File: src/common/oam_pkg.sv
`default_nettype none
package oam_pkg;
    localparam int LOCAL_NODE_IDENTIFIER_W     = 32;
    localparam int BIP_W         = 16;
    localparam int CNT_W         = 16;
    localparam int SN_W          = 8;
    localparam int BLK_W         = 2;
    localparam int BLK_MIN_LOG2  = 7;
    localparam int ADDR_W        = 12;
    localparam logic [6:0] LB_UPPER_ZERO = 7'h00;
    localparam logic [ADDR_W-1:0] ADDR_CTRL    = 12'h000;
    localparam logic [ADDR_W-1:0] ADDR_LOCAL_NODE_IDENTIFIER = 12'h004;
    localparam logic [ADDR_W-1:0] ADDR_EXCL    = 12'h008;
    localparam logic [ADDR_W-1:0] ADDR_STATUS  = 12'h00C;
    localparam logic [ADDR_W-1:0] ADDR_SEQ     = 12'h010;
    localparam logic [ADDR_W-1:0] ADDR_TUC     = 12'h014;
    localparam logic [ADDR_W-1:0] ADDR_BIP     = 12'h018;
    localparam logic [ADDR_W-1:0] ADDR_RX_CNT  = 12'h01C;
    localparam int CTRL_TR       = 0;
    localparam int CTRL_TERM     = 1;
    localparam int CTRL_E2E      = 2;
    localparam int CTRL_CLP      = 3;
    localparam int CTRL_BLK_LO   = 4;
    localparam int CTRL_GEN_EGR  = 6;
    localparam int ST_LATE       = 0;
    localparam int ST_OVF        = 1;
    localparam int ST_PEND       = 2;
    localparam logic [31:0] CTRL_RESET = 32'h0000_0000;
    localparam logic [LOCAL_NODE_IDENTIFIER_W-1:0] LOCAL_NODE_IDENTIFIER_RESET = 32'h0000_0000;
    localparam logic [LOCAL_NODE_IDENTIFIER_W-1:0] ALL_ONES_ID   = 32'hFFFF_FFFF;
endpackage : oam_pkg
`default_nettype wire

File: src/rtl/oam_loopback_and_block_monitor.sv
//Contract
// - Loopback indication: upper seven bits zero, LSB one before loopback, zero after.
// - Location ID compared to local_node_identifier; all-ones matches only when terminating.
// - Location match with indication one: remove cell and copy to extraction.
// - Ingress source ID match with indication zero: remove and copy.
// - Indication zero, all-ones source: copy everywhere, also remove at endpoint.
// - Indication zero cells removed at the endpoint regardless of identifiers.
// - Monitoring sequence number wraps modulo 256.
// - Transmitted total and CLP0 counts kept modulo 65536.
// - Block parity is even parity over user cell payloads since last monitor cell.
// - Block error result counts parity bits in error on received monitor cell.
// - Received total and CLP0 counts kept modulo 65536.
// - Bidirectional test: generate one direction, check the other.
// - First software-inserted monitor cell at origin sets test-running.
// - While running, count non-excluded cells, parity them, count CLP0 apart.
// - Clearing test-running stops counting and monitor cell generation.
// - Total count hitting block multiple records pending monitor cell.
// - Insertion limited by leaky bucket grant and, on ingress, empty slots.
// - End-to-end cell pending past half block plus a cell sets late warning.
// - Cell pending a whole block plus a cell sets overflow; one cell covers both.
// - Generated monitor cell CLP comes from the configured setting.
// - Two-bit block size selects 128, 256, 512 or 1024 cells.
// - Block error detection code is 16-bit interleaved parity.
// - On insertion, sequence number is placed then incremented.
// - On insertion, block parity is placed then cleared.
//
// Chosen here: the register offsets and the APB slave port.
`timescale 1ns/10ps
`default_nettype none
module oam_loopback_and_block_monitor (
    input  wire logic                          pclk,
    input  wire logic                          presetn,
    input  wire logic                          psel,
    input  wire logic                          penable,
    input  wire logic                          pwrite,
    input  wire logic [oam_pkg::ADDR_W-1:0]    paddr,
    input  wire logic [31:0]                   pwdata,
    output logic      [31:0]                   prdata,
    output logic                               pready,
    output logic                               pslverr,
    // Loopback cell classification, one cell per strobe
    input  wire logic                          lb_valid,
    input  wire logic                          lb_ingress,
    input  wire logic [7:0]                    lb_indication,
    input  wire logic [oam_pkg::LOCAL_NODE_IDENTIFIER_W-1:0] lb_location_id,
    input  wire logic [oam_pkg::LOCAL_NODE_IDENTIFIER_W-1:0] lb_source_id,
    output logic                               lb_remove,
    output logic                               lb_copy,
    output logic                               lb_done,
    // Transmit-side cells of the monitored connection
    input  wire logic                          tx_cell_valid,
    input  wire logic                          tx_cell_user,
    input  wire logic                          tx_cell_excluded,
    input  wire logic                          tx_cell_clp,
    input  wire logic                          tx_cell_sw_fmc,
    input  wire logic [oam_pkg::BIP_W-1:0]     tx_cell_bip,
    input  wire logic                          insert_grant,
    input  wire logic                          ingress_empty_slot,
    output logic                               fmc_insert,
    output logic      [oam_pkg::SN_W-1:0]      fmc_seq,
    output logic      [oam_pkg::CNT_W-1:0]     fmc_tuc,
    output logic      [oam_pkg::CNT_W-1:0]     fmc_tuc0,
    output logic      [oam_pkg::BIP_W-1:0]     fmc_bip,
    output logic                               fmc_clp,
    output logic                               e2e_monitor_late_warning,
    output logic                               monitor_cell_overflow_flag,
    // Receive-side cells of the reverse direction
    input  wire logic                          rx_cell_valid,
    input  wire logic                          rx_cell_user,
    input  wire logic                          rx_cell_clp,
    input  wire logic                          rx_cell_is_fmc,
    input  wire logic [oam_pkg::BIP_W-1:0]     rx_cell_bip,
    output logic                               rx_report_valid,
    output logic      [7:0]                    rx_block_error_result,
    output logic      [oam_pkg::CNT_W-1:0]     rx_total_count,
    output logic      [oam_pkg::CNT_W-1:0]     rx_clp0_count
);
    import oam_pkg::*;

    logic [31:0]          ctrl_q;
    logic [LOCAL_NODE_IDENTIFIER_W-1:0] local_node_identifier_q;
    logic [31:0]          perf_monitor_exclusion_reg_q;
    logic                 late_q;
    logic                 ovf_q;
    logic                 pending_q;
    logic [SN_W-1:0]      seq_q;
    logic [CNT_W-1:0]     tuc_q;
    logic [CNT_W-1:0]     tuc0_q;
    logic [BIP_W-1:0]     bip_q;
    logic [CNT_W-1:0]     since_boundary_q;
    logic [BIP_W-1:0]     rx_bip_q;
    logic [CNT_W-1:0]     rx_tot_q;
    logic [CNT_W-1:0]     rx_clp0_q;

    // APB decode; zero wait states, unmapped addresses answer an error
    wire apb_access = psel & penable;
    wire apb_setup  = psel & ~penable;
    wire apb_wr     = apb_access & pwrite;
    wire hit_ctrl   = (paddr == ADDR_CTRL);
    wire hit_node   = (paddr == ADDR_LOCAL_NODE_IDENTIFIER);
    wire hit_excl   = (paddr == ADDR_EXCL);
    wire hit_status = (paddr == ADDR_STATUS);
    wire hit_seq    = (paddr == ADDR_SEQ);
    wire hit_tuc    = (paddr == ADDR_TUC);
    wire hit_bip    = (paddr == ADDR_BIP);
    wire hit_rx     = (paddr == ADDR_RX_CNT);
    wire hit_any    = hit_ctrl | hit_node | hit_excl | hit_status | hit_seq | hit_tuc | hit_bip | hit_rx;

    assign pready  = 1'b1;
    assign pslverr = apb_access & ~hit_any;

    wire [31:0] status_word = {29'h0000_0000, pending_q, ovf_q, late_q};
    wire [31:0] rd_mux = hit_ctrl   ? ctrl_q :
                         hit_node   ? local_node_identifier_q :
                         hit_excl   ? perf_monitor_exclusion_reg_q :
                         hit_status ? status_word :
                         hit_seq    ? {24'h00_0000, seq_q} :
                         hit_tuc    ? {tuc0_q, tuc_q} :
                         hit_bip    ? {16'h0000, bip_q} :
                         hit_rx     ? {rx_clp0_q, rx_tot_q} : 32'h0000_0000;

    // Configuration fields
    wire            test_running = ctrl_q[CTRL_TR];
    wire            term_point   = ctrl_q[CTRL_TERM];
    wire            e2e_test     = ctrl_q[CTRL_E2E];
    wire [BLK_W-1:0] blk_sel     = ctrl_q[CTRL_BLK_LO +: BLK_W];
    wire            gen_egress   = ctrl_q[CTRL_GEN_EGR];

    wire [CNT_W-1:0] blk_len  = CNT_W'(1) << (BLK_MIN_LOG2 + int'(blk_sel));
    wire [CNT_W-1:0] blk_mask = blk_len - CNT_W'(1);
    wire [CNT_W-1:0] blk_half = blk_len >> 1;

    // indication layout check; malformed cells treated as not looped
    wire lb_ind_ok  = (lb_indication[7:1] == LB_UPPER_ZERO);
    wire lb_forward = lb_ind_ok & lb_indication[0];
    wire lb_back    = lb_ind_ok & ~lb_indication[0];
    wire loc_match  = (lb_location_id == local_node_identifier_q) |
                      ((lb_location_id == ALL_ONES_ID) & term_point);
    wire src_match  = lb_ingress & (lb_source_id == local_node_identifier_q);
    wire src_ones   = (lb_source_id == ALL_ONES_ID);
    wire act_r03    = lb_forward & loc_match;
    wire copy_r05   = lb_back & src_ones;
    // returned cells stop at the endpoint
    wire rem_r06    = lb_back & term_point;
    wire lb_rem_d   = act_r03 | (lb_back & src_match) | rem_r06;
    wire lb_cpy_d   = act_r03 | (lb_back & src_match) | copy_r05;

    wire tx_count   = tx_cell_valid & test_running & tx_cell_user & ~tx_cell_excluded;
    wire [CNT_W-1:0] tuc_next = tuc_q + CNT_W'(1);
    wire at_boundary = tx_count & ((tuc_next & blk_mask) == CNT_W'(0));
    wire opportunity = insert_grant & (gen_egress | ingress_empty_slot);
    wire do_insert   = pending_q & opportunity & test_running;
    wire late_hit    = tx_count & pending_q & e2e_test & (since_boundary_q >= blk_half);
    // whole block passed while still pending
    wire ovf_hit     = tx_count & pending_q & (since_boundary_q >= blk_len);

    wire [BIP_W-1:0] bip_diff = rx_bip_q ^ rx_cell_bip;
    logic [7:0] err_cnt;
    always_comb begin
        err_cnt = 8'h00;
        for (int i = 0; i < BIP_W; i++) begin
            err_cnt = err_cnt + {7'h00, bip_diff[i]};
        end
    end
    // checking runs on the reverse flow
    wire rx_count = rx_cell_valid & test_running & rx_cell_user;
    wire rx_fmc   = rx_cell_valid & test_running & rx_cell_is_fmc;

    always_ff @(posedge pclk or negedge presetn) begin
        if (!presetn) begin
            ctrl_q                       <= CTRL_RESET;
            local_node_identifier_q      <= LOCAL_NODE_IDENTIFIER_RESET;
            perf_monitor_exclusion_reg_q <= 32'h0000_0000;
            prdata                       <= 32'h0000_0000;
        end else begin
            // first software monitor cell starts the test
            if (tx_cell_valid & tx_cell_sw_fmc)
                ctrl_q[CTRL_TR] <= 1'b1;
            // software stop; hardware start wins when simultaneous
            if (apb_wr & hit_ctrl)
                ctrl_q <= pwdata | {31'h0, tx_cell_valid & tx_cell_sw_fmc};
            if (apb_wr & hit_node)
                local_node_identifier_q <= pwdata;
            if (apb_wr & hit_excl)
                perf_monitor_exclusion_reg_q <= pwdata;
            // Snapshot at setup so the word already stands during the access phase
            if (apb_setup & ~pwrite)
                prdata <= rd_mux;
        end
    end

    // Late and overflow flags: write one to clear, a new event in the same cycle wins
    wire clr_late = apb_wr & hit_status & pwdata[ST_LATE];
    wire clr_ovf  = apb_wr & hit_status & pwdata[ST_OVF];
    always_ff @(posedge pclk or negedge presetn) begin
        if (!presetn) begin
            late_q <= 1'b0;
            ovf_q  <= 1'b0;
        end else begin
            late_q <= late_hit | (late_q & ~clr_late);
            ovf_q  <= ovf_hit | (ovf_q & ~clr_ovf);
        end
    end
    assign e2e_monitor_late_warning   = late_q;
    assign monitor_cell_overflow_flag = ovf_q;

    always_ff @(posedge pclk or negedge presetn) begin
        if (!presetn) begin
            pending_q        <= 1'b0;
            seq_q            <= '0;
            tuc_q            <= '0;
            tuc0_q           <= '0;
            bip_q            <= '0;
            since_boundary_q <= '0;
        end else begin
            if (tx_count) begin
                tuc_q <= tuc_next;
                if (!tx_cell_clp)
                    tuc0_q <= tuc0_q + CNT_W'(1);
            end
            // even interleaved parity, cleared on insertion
            if (do_insert)
                bip_q <= tx_count ? tx_cell_bip : '0;
            else if (tx_count)
                bip_q <= bip_q ^ tx_cell_bip;
            if (do_insert)
                seq_q <= seq_q + SN_W'(1);
            // pending set at boundary, cleared at insertion; set wins
            if (at_boundary)
                pending_q <= 1'b1;
            else if (do_insert | ~test_running)
                pending_q <= 1'b0;
            // Age of pending request; restarts whenever a fresh request opens
            if (at_boundary & (~pending_q | do_insert))
                since_boundary_q <= '0;
            else if (tx_count & pending_q)
                since_boundary_q <= since_boundary_q + CNT_W'(1);
        end
    end

    always_ff @(posedge pclk or negedge presetn) begin
        if (!presetn) begin
            fmc_insert <= 1'b0;
            fmc_seq    <= '0;
            fmc_tuc    <= '0;
            fmc_tuc0   <= '0;
            fmc_bip    <= '0;
            fmc_clp    <= 1'b0;
        end else begin
            fmc_insert <= do_insert;
            if (do_insert) begin
                fmc_seq  <= seq_q;
                fmc_tuc  <= tuc_q;
                fmc_tuc0 <= tuc0_q;
                fmc_bip  <= bip_q;
                fmc_clp  <= ctrl_q[CTRL_CLP];
            end
        end
    end

    always_ff @(posedge pclk or negedge presetn) begin
        if (!presetn) begin
            lb_remove <= 1'b0;
            lb_copy   <= 1'b0;
            lb_done   <= 1'b0;
        end else begin
            lb_done   <= lb_valid;
            lb_remove <= lb_valid & lb_rem_d;
            lb_copy   <= lb_valid & lb_cpy_d;
        end
    end

    always_ff @(posedge pclk or negedge presetn) begin
        if (!presetn) begin
            rx_bip_q              <= '0;
            rx_tot_q              <= '0;
            rx_clp0_q             <= '0;
            rx_report_valid       <= 1'b0;
            rx_block_error_result <= 8'h00;
            rx_total_count        <= '0;
            rx_clp0_count         <= '0;
        end else begin
            rx_report_valid <= rx_fmc;
            if (rx_count) begin
                rx_tot_q <= rx_tot_q + CNT_W'(1);
                if (!rx_cell_clp)
                    rx_clp0_q <= rx_clp0_q + CNT_W'(1);
            end
            if (rx_fmc) begin
                // errored parity bits of the block
                rx_block_error_result <= err_cnt;
                rx_total_count        <= rx_tot_q;
                rx_clp0_count         <= rx_clp0_q;
                rx_bip_q              <= '0;
            end else if (rx_count) begin
                rx_bip_q <= rx_bip_q ^ rx_cell_bip;
            end
        end
    end

    // sequence steps by one per inserted cell
    a_seq_step: assert property (@(posedge pclk) disable iff (!presetn)
        do_insert |=> seq_q == $past(seq_q) + SN_W'(1)) else $error("sequence did not step");
    a_bip_clear: assert property (@(posedge pclk) disable iff (!presetn)
        (do_insert & ~tx_count) |=> bip_q == '0) else $error("parity not cleared");
    a_fmc_seq: assert property (@(posedge pclk) disable iff (!presetn)
        do_insert |=> fmc_insert && fmc_seq == $past(seq_q)) else $error("wrong inserted sequence");
    a_lb_fwd: assert property (@(posedge pclk) disable iff (!presetn)
        (lb_valid & lb_forward & loc_match) |=> lb_remove && lb_copy) else $error("loopback not taken");
    a_lb_src_ones: assert property (@(posedge pclk) disable iff (!presetn)
        (lb_valid & lb_back & src_ones) |=> lb_copy) else $error("unknown source not copied");
    a_lb_end_rem: assert property (@(posedge pclk) disable iff (!presetn)
        (lb_valid & lb_back & term_point) |=> lb_remove) else $error("endpoint did not remove");
    a_lb_ones_mid: assert property (@(posedge pclk) disable iff (!presetn)
        (lb_valid & lb_forward & ~term_point & (lb_location_id == ALL_ONES_ID)
         & (local_node_identifier_q != ALL_ONES_ID)) |=> !lb_remove) else $error("mid point took endpoint cell");
    a_stop_count: assert property (@(posedge pclk) disable iff (!presetn)
        !test_running |=> tuc_q == $past(tuc_q)) else $error("counted while stopped");
    a_pend_set: assert property (@(posedge pclk) disable iff (!presetn)
        at_boundary |=> pending_q) else $error("pending not set");
    a_ovf_set: assert property (@(posedge pclk) disable iff (!presetn)
        ovf_hit |=> monitor_cell_overflow_flag) else $error("overflow not flagged");
endmodule : oam_loopback_and_block_monitor
`default_nettype wire

File: config.mk
export PLATFORM = sky130hd
export DESIGN_NAME = oam_loopback_and_block_monitor
export DESIGN_NICKNAME = d
export VERILOG_FILES = /design/src/common/oam_pkg.sv /design/src/rtl/oam_loopback_and_block_monitor.sv
export SDC_FILE = /design/constraint.sdc
export NUM_CORES = 1
export LEC_CHECK = 0
export BUFFER_PORTS_ARGS = -buffer_cell sky130_fd_sc_hd__buf_2
export CORE_UTILIZATION = 38
export CTS_BUF_LIST = sky130_fd_sc_hd__clkbuf_16
export CTS_CLUSTER_SIZE = 10
export DETAILED_ROUTE_END_ITERATION = 7
export PLACE_DENSITY = 0.71
export SLEW_MARGIN = 25
export SYNTH_ARGS = -nofsm -noshare
export SYNTH_HDL_FRONTEND = slang
export SYNTH_SLANG_ARGS = --single-unit
File: constraint.sdc
create_clock -name pclk -period 3.9 [get_ports pclk]
set_input_delay 0.195 -clock pclk [delete_from_list [all_inputs] [get_ports pclk]]
set_output_delay 0.195 -clock pclk [all_outputs]
set_load 0.1 [all_outputs]
After elaboration in Yosys (flattened, before gate mapping)

Cells that the tools add are included.

Register bits after elaboration: 353
Input port bits: 166
Word-level logic and storage cells: 165

Add/sub/neg operators: 23
$lt $le $gt $ge: 2
Eq/ne operators: 11
Shift operators: 1
Multiplexer cells: 19
Bitwise operators: 70
Reductions and logical operators: 10

Operators with widths:

| cell                    | count |
|---|---|
| $mux W32                | 8 |
| $mux W16                | 7 |
| $add A16 B1 Y16 const B | 5 |
| $add A8 B1 Y8           | 8 |
| $eq A32 B32 Y1          | 2 |
| $eq A32 B32 Y1 const B  | 2 |
| $eq A12 B5 Y1 const B   | 4 |
| $and A1 B1 Y1           | 39 |
| $or A32 B1 Y32          | 1 |
| $xor A16 B16 Y16        | 2 |
| $eq A12 B4 Y1 const B   | 2 |
| $and A16 B16 Y16        | 1 |
| $ge A16 B15 Y1          | 1 |
| $ge A16 B16 Y1          | 1 |
| $logic_not A16 Y1       | 1 |
| $or A1 B1 Y1            | 16 |
| $shl A1 B4 Y16 const A  | 1 |
| $sub A16 B1 Y16 const B | 1 |
| $eq A12 B3 Y1 const B   | 1 |
| $logic_not A12 Y1       | 1 |
| $not A1 Y1              | 11 |
| $reduce_bool A2 Y1      | 5 |
| $add A7 B1 Y8           | 1 |
| $add A8 B1 Y8 const B   | 1 |
| 10 further kinds        | 14 |

Longest topological paths before layout

Depth after elaboration: 16
Depth in mapped cells: 13
Gate-level depth less buffers: 13

Worst setup path before layout

OpenSTA, ideal clock, no wires.

Path kind: reg2reg
From: register rx_bip_q[1]
To: register rx_block_error_result[4]
Library setup time: 0.122 ns
Arrival: 3.640 ns
Data required time: 3.778 ns
Path slack: 0.138 ns
Stages on the path, launching flop included: 13
Path buffers: 0
Period minus slack after synthesis: 3.762 ns
Cells stage by stage: dfrtp_1 > xor2_1 > fa_1 > fa_1 > fa_1 > inv_1 > fa_1 > inv_1 > ha_1 > fa_1 > a21oi_1 > nor2_1 > a22o_1

Cells in the longest elaborated chain, start to end: 16

RTL lines:

| item                       | line                                  | source |
|---|---|---|
| from (decl)                | oam_loopback_and_block_monitor.sv:91  | `logic [BIP_W-1:0] rx_bip_q;` |
| from (signal assigned)     | oam_loopback_and_block_monitor.sv:296 | `rx_bip_q <= rx_bip_q ^ rx_cell_bip;` |
| $xor A16 B16 Y16           | oam_loopback_and_block_monitor.sv:157 | `wire [BIP_W-1:0] bip_diff = rx_bip_q ^ rx_cell_bip;` |
| $add A1 B1 Y2              | oam_loopback_and_block_monitor.sv:162 | `err_cnt = err_cnt + {7'h00, bip_diff[i]};` |
| $add A2 B1 Y3              | oam_loopback_and_block_monitor.sv:162 |  |
| $add A3 B1 Y4              | oam_loopback_and_block_monitor.sv:162 |  |
| $add A4 B1 Y5              | oam_loopback_and_block_monitor.sv:162 |  |
| $add A5 B1 Y6              | oam_loopback_and_block_monitor.sv:162 |  |
| $add A6 B1 Y7              | oam_loopback_and_block_monitor.sv:162 |  |
| $add A7 B1 Y8              | oam_loopback_and_block_monitor.sv:162 |  |
| $add A8 B1 Y8 (8 in a row) | oam_loopback_and_block_monitor.sv:162 |  |
| to (signal assigned)       | oam_loopback_and_block_monitor.sv:291 | `rx_block_error_result <= err_cnt;` |
| to (decl)                  | oam_loopback_and_block_monitor.sv:74  | `output logic [7:0] rx_block_error_result,` |

No other way between the ends.
A chain may end at the register's enable or synchronous reset.

Final worst setup path

Ends and elaborated chain as after synthesis.

==> reports/results.txt <==
In this run, synthesis produced a sequential element count of 350. The largest delay contributor family on the critical path is adder cells. The clock network power share came out at 31.4%. The tools report the final number of setup-violating endpoints as 0. The part of the total power dissipated in sequential elements was 37.9%. Dominant cell by count in the synthesized netlist: sky130_fd_sc_hd__dfrtp_1. Counting flops with a built-in enable in the synthesized netlist gives 0. Summed over all nets, the switching power comes to 4.704 mW. Entering global routing, the biggest net connects 128 pins.

Total CTS buffers: 43. TritonCTS built the clock tree. The first global-routing pass estimated 88.15 mm of wire. The chip height works out to 216.3 µm. The run finished with clean final reports.

Setup repair after global routing could not meet its margin everywhere. The worst hold path passes through 3 cells. By startpoint and endpoint, the worst setup path is classified as reg2reg. Of the total power, the share spent switching nets is 39.56%. The run gives 0.58 ns as the clock latency of the later-clocked register in the worst-skew pair. The critical path runs through a total of 12 cells. The placed instances occupy a cell area of 0.01962 mm². 304 I/O pins were placed.

The run gives 38.46% as the initial core utilization. The signal on the critical path passes through xor2_2 > fa_1 > fa_1 > fa_1 > inv_2 > fa_1 > inv_1 > ha_2 > fa_2 > a21oi_2 > nor2_1 > a22o_1. The run gives 0 as the total overflow reported by the global router. The delay contributed by the slowest stage of the critical path is 0.57 ns, and the average footprint of a synthesized cell is 10.53 µm².

The first-pass iteration count of the detailed router came out at 5. For this block, the via count after detailed routing is 14310. The run gives 71 as the distinct cell type count after synthesis. For this run, the top clock speed supported by timing is 0.2596 GHz.

The horizontal die dimension is 216.3 µm, and the highest fanout seen on the critical path is 2. STA classifies the critical path startpoint as a flop. Buffers placed on the I/O ports in this run total 299. In the synthesized netlist, the number of instances is 1658.

The peak ir drop on the vdd network was 0.3908 mV. Counting both buffers and inverters, the worst setup path holds a total of 2. The slowest stage of the critical path belongs to the cell sky130_fd_sc_hd__fa_1. Relative to the synthesized area, the layout overhead comes to 23.61%.

The run gives 2 as the number of antenna violations at the first check in global routing. For the proportion of synthesized chip area in sequential cells, the log shows 50.18%. The tightest min-delay check is of the in2reg type. 0 antenna diodes ended up in the layout.

The biggest area contributor in the post-synthesis netlist is sky130_fd_sc_hd__dfrtp_1. Cells with a size suffix above 1 make up 27.36% of the layout. The post-synthesis instance area is 0.01745 mm². The per-cell via count in the routed design is 5.453. The critical path required time was 4.36 ns. The logs give 0.02025 ns for the worst setup skew after layout and 14610 for the number of global-route vias before repair. Final standard cell area without fillers: 0.02157 mm².

Ranked by instance count, the synthesized netlist is headed by 350 x sky130_fd_sc_hd__dfrtp_1, 298 x sky130_fd_sc_hd__nand2_1, 144 x sky130_fd_sc_hd__mux2_2, 120 x sky130_fd_sc_hd__xnor2_1, 62 x sky130_fd_sc_hd__o21ai_0. The number of H-tree levels is 2, and the async set-reset flop share out of synthesis is 100.0%. The number of cell rows came out at 78.

The design draws 11.89 mW. In the final routed layout, each cell accounts on average for 22.00 µm. The slew at the pin with the worst max-slew slack is 0.8697 ns, and the remaining max-slew budget at the tightest pin is 42.02%.

The number of clock sinks came out at 350. Ranked by total cell area, the synthesized netlist is headed by sky130_fd_sc_hd__dfrtp_1 50%, sky130_fd_sc_hd__mux2_2 9.3%, sky130_fd_sc_hd__nand2_1 6.4%, sky130_fd_sc_hd__xnor2_1 6.0%, sky130_fd_sc_hd__xor2_1 3.0%. The tools report the arrival time at the worst endpoint as 4.32 ns. The tools report the post-detailed-placement half-perimeter wirelength as 43.21 mm. The worst path uses 98.76% of the clock period.

The area of the core is 0.04538 mm², and the part of the power in combinational logic is 30.7%. The count of final max-slew check failures was 0; the leakage power summed over all cells was 10.44 nW. For this design the ratio of total power to cell area is 551.2 mW/mm². Library cell appearing most often on the critical path: sky130_fd_sc_hd__fa_1.

The overall track demand over capacity in global routing was 24.83%; the violation count after the first detailed-routing iteration was 1197. The longest clock path from root to sink contains 3 buffers. After clock tree synthesis, the clock-pin slew on the worst setup and hold paths is 0.05 ns. The cell sitting at the root of the clock tree is a sky130_fd_sc_hd__clkbuf_16. The number of nets in the final layout is 2215, and the final weighted congestion of routability-driven global placement is 0.9565. The area share of the largest cell type after synthesis works out to 50.18%. The number of hold violations in the final report was 0.

The tools report the count of unresolved DRC violations after routing as 0. Among all flip-flop cells after synthesis, the most frequent one is sky130_fd_sc_hd__dfrtp_1. Counting cells, the worst reg-to-reg path comes to 12. Internal power comes to 7.187 mW. Summed over all layers, the routed wires come to 57.76 mm. During synthesis, Yosys emitted a total of 0 warnings. The smallest clock period supported by the final layout is computed as 3.852 ns. The logs give 0.04679 mm² for the full die area and 0 for the reported max-cap violation count. Fill cells in the final layout number 4212.

The worst setup path is captured at a flop. In this run the remaining antenna-violating nets after routing total 0.
power groups by stage:
stage | Combinational, mW | Sequential [mW] | Clock [mW]
after floorplan | 1.22 | 5.96 | 0
after global placement | 3.49 | 4.55 | 0
after detailed placement | 3.55 | 4.57 | 0
after CTS | 3.64 | 4.51 | 3.81
after global routing | 3.91 | 4.56 | 3.95
final | 3.65 | 4.51 | 3.73
sequential cells by signal (all words and copies together) (netlist names), 32 cells and up:
name                          cells
perf_monitor_exclusion_reg_q     32
ctrl_q                           32
local_node_identifier_q          32
prdata                           32
metrics by stage:
stage | TNS (ns) | hold WS, ns | utilization (%) | std cells | setup slack, ns
after detailed placement | -0.07498 | 0.3172 | 43.23 | 2502 | -0.07498
after global placement | -0.02253 | 0.3123 | 43.23 | 2502 | -0.02253
final | 0 | 0.02544 | 47.54 | 2625 | 0.04836
after global routing | -0.1196 | 0.02110 | 47.54 | 2625 | -0.07262
after floorplan | 0 | -0.1006 | - | 1668 | 0.1381
after CTS | 0 | 0.001682 | 47.42 | 2623 | 0.009733
cell usage in the layout, fill, tap and decap left out, drive strengths merged, types with 13 or more instances in the layout:
cell         netlist  layout
buf               39     329
and3              18      18
xor2              59      59
or3               19      19
a31oi             26      26
dlygate4sd3        0      60
clkbuf            53      43
o31ai             13      13
nor2b             18      18
nor2              50      50
a21oi             23      23
nand2b            16      16
xnor2            120     120
nand4             50      50
nand3             32      32
o22ai             22      22
dfrtp            350     350
nor4              13      13
nand2            298     298
inv               55      61
mux2             144     144
a221oi            22      22
ha                29      29
nor3              20      20
o21ai             62      62
routing by layer:
| layer | up-vias | global-route usage (%) | wire (µm) | share of wire [%] |
|---|---|---|---|---|
| li1 | 6434 | - | - | - |
| met5 | - | 0 | 13 | 0.023 |
| met1 | 7164 | 33.22 | 24310 | 42 |
| met2 | 601 | 40.01 | 27250 | 47 |
| met4 | 2 | 9.249 | 1909 | 3.3 |
| met3 | 112 | 4.646 | 4271 | 7.4 |
worst min-delay path, cell delays in order:
cell	delay [ns]
sky130_fd_sc_hd__buf_2	0.09
sky130_fd_sc_hd__xnor2_1	0.16
sky130_fd_sc_hd__o21ai_0	0.11
path summary, 6_finish.rpt:
| kind | from | to | slack (ns) |
|---|---|---|---|
| worst max-delay path | rx_bip_q[1]$_DFFE_PN0P_ | rx_block_error_result[4]$_DFFE_PN0P_ | 0.05 |
| worst min-delay path | rx_cell_bip[6] | rx_bip_q[6]$_DFFE_PN0P_ | 0.03 |
| worst max register to register | rx_bip_q[1]$_DFFE_PN0P_ | rx_block_error_result[4]$_DFFE_PN0P_ | 0.05 |
| worst min register to register | fmc_bip[5]$_DFFE_PN0P_ | fmc_bip[5]$_DFFE_PN0P_ | 0.47 |
| max in group asynchronous | presetn | prdata[0]$_DFFE_PN0P_ | 2.55 |
| min in group asynchronous | presetn | rx_total_count[11]$_DFFE_PN0P_ | 0.14 |
cells by family (layout without fill, tap and decap cells):
| logic type | count (synthesis) | after routing | share of synthesized area [%] |
|---|---|---|---|
| AOI/OAI and AO/OA | 221 | 221 | 8.459 |
| xor gates and xnor gates | 179 | 179 | 8.982 |
| adders and majority gates | 39 | 39 | 3.226 |
| buffers and inverters | 147 | 504 | 3.620 |
| DFF | 350 | 350 | 50.18 |
| muxes | 155 | 155 | 9.921 |
| other | 2 | 12 | 0.04303 |
| and+or+nand+nor | 565 | 565 | 15.57 |
cell type report:
| type | count | area, µm² | share of cell area (%) |
|---|---|---|---|
| multi-input cells | 1171 | 8167 | 37.85 |
| repair buffers | 389 | 2431 | 11.27 |
| flip-flops and latches | 350 | 8758 | 40.60 |
| well taps | 600 | 750.7 | 3.480 |
| clock inverters | 17 | 185.2 | 0.8583 |
| clock buffers | 43 | 1076 | 4.988 |
| inverters | 55 | 206.4 | 0.9569 |
repair_timing:
| action | in CTS | in global routing |
|---|---|---|
| resized for setup | 6 | 3 |
| hold endpoints to repair | 247 | 0 |
| setup endpoints to repair | 2 | 4 |
| hold buffers | 60 | 0 |
| buffers inserted | 1 | 0 |
| pin swaps | 4 | 5 |
Note: power is estimated with default switching activity, not from simulation.
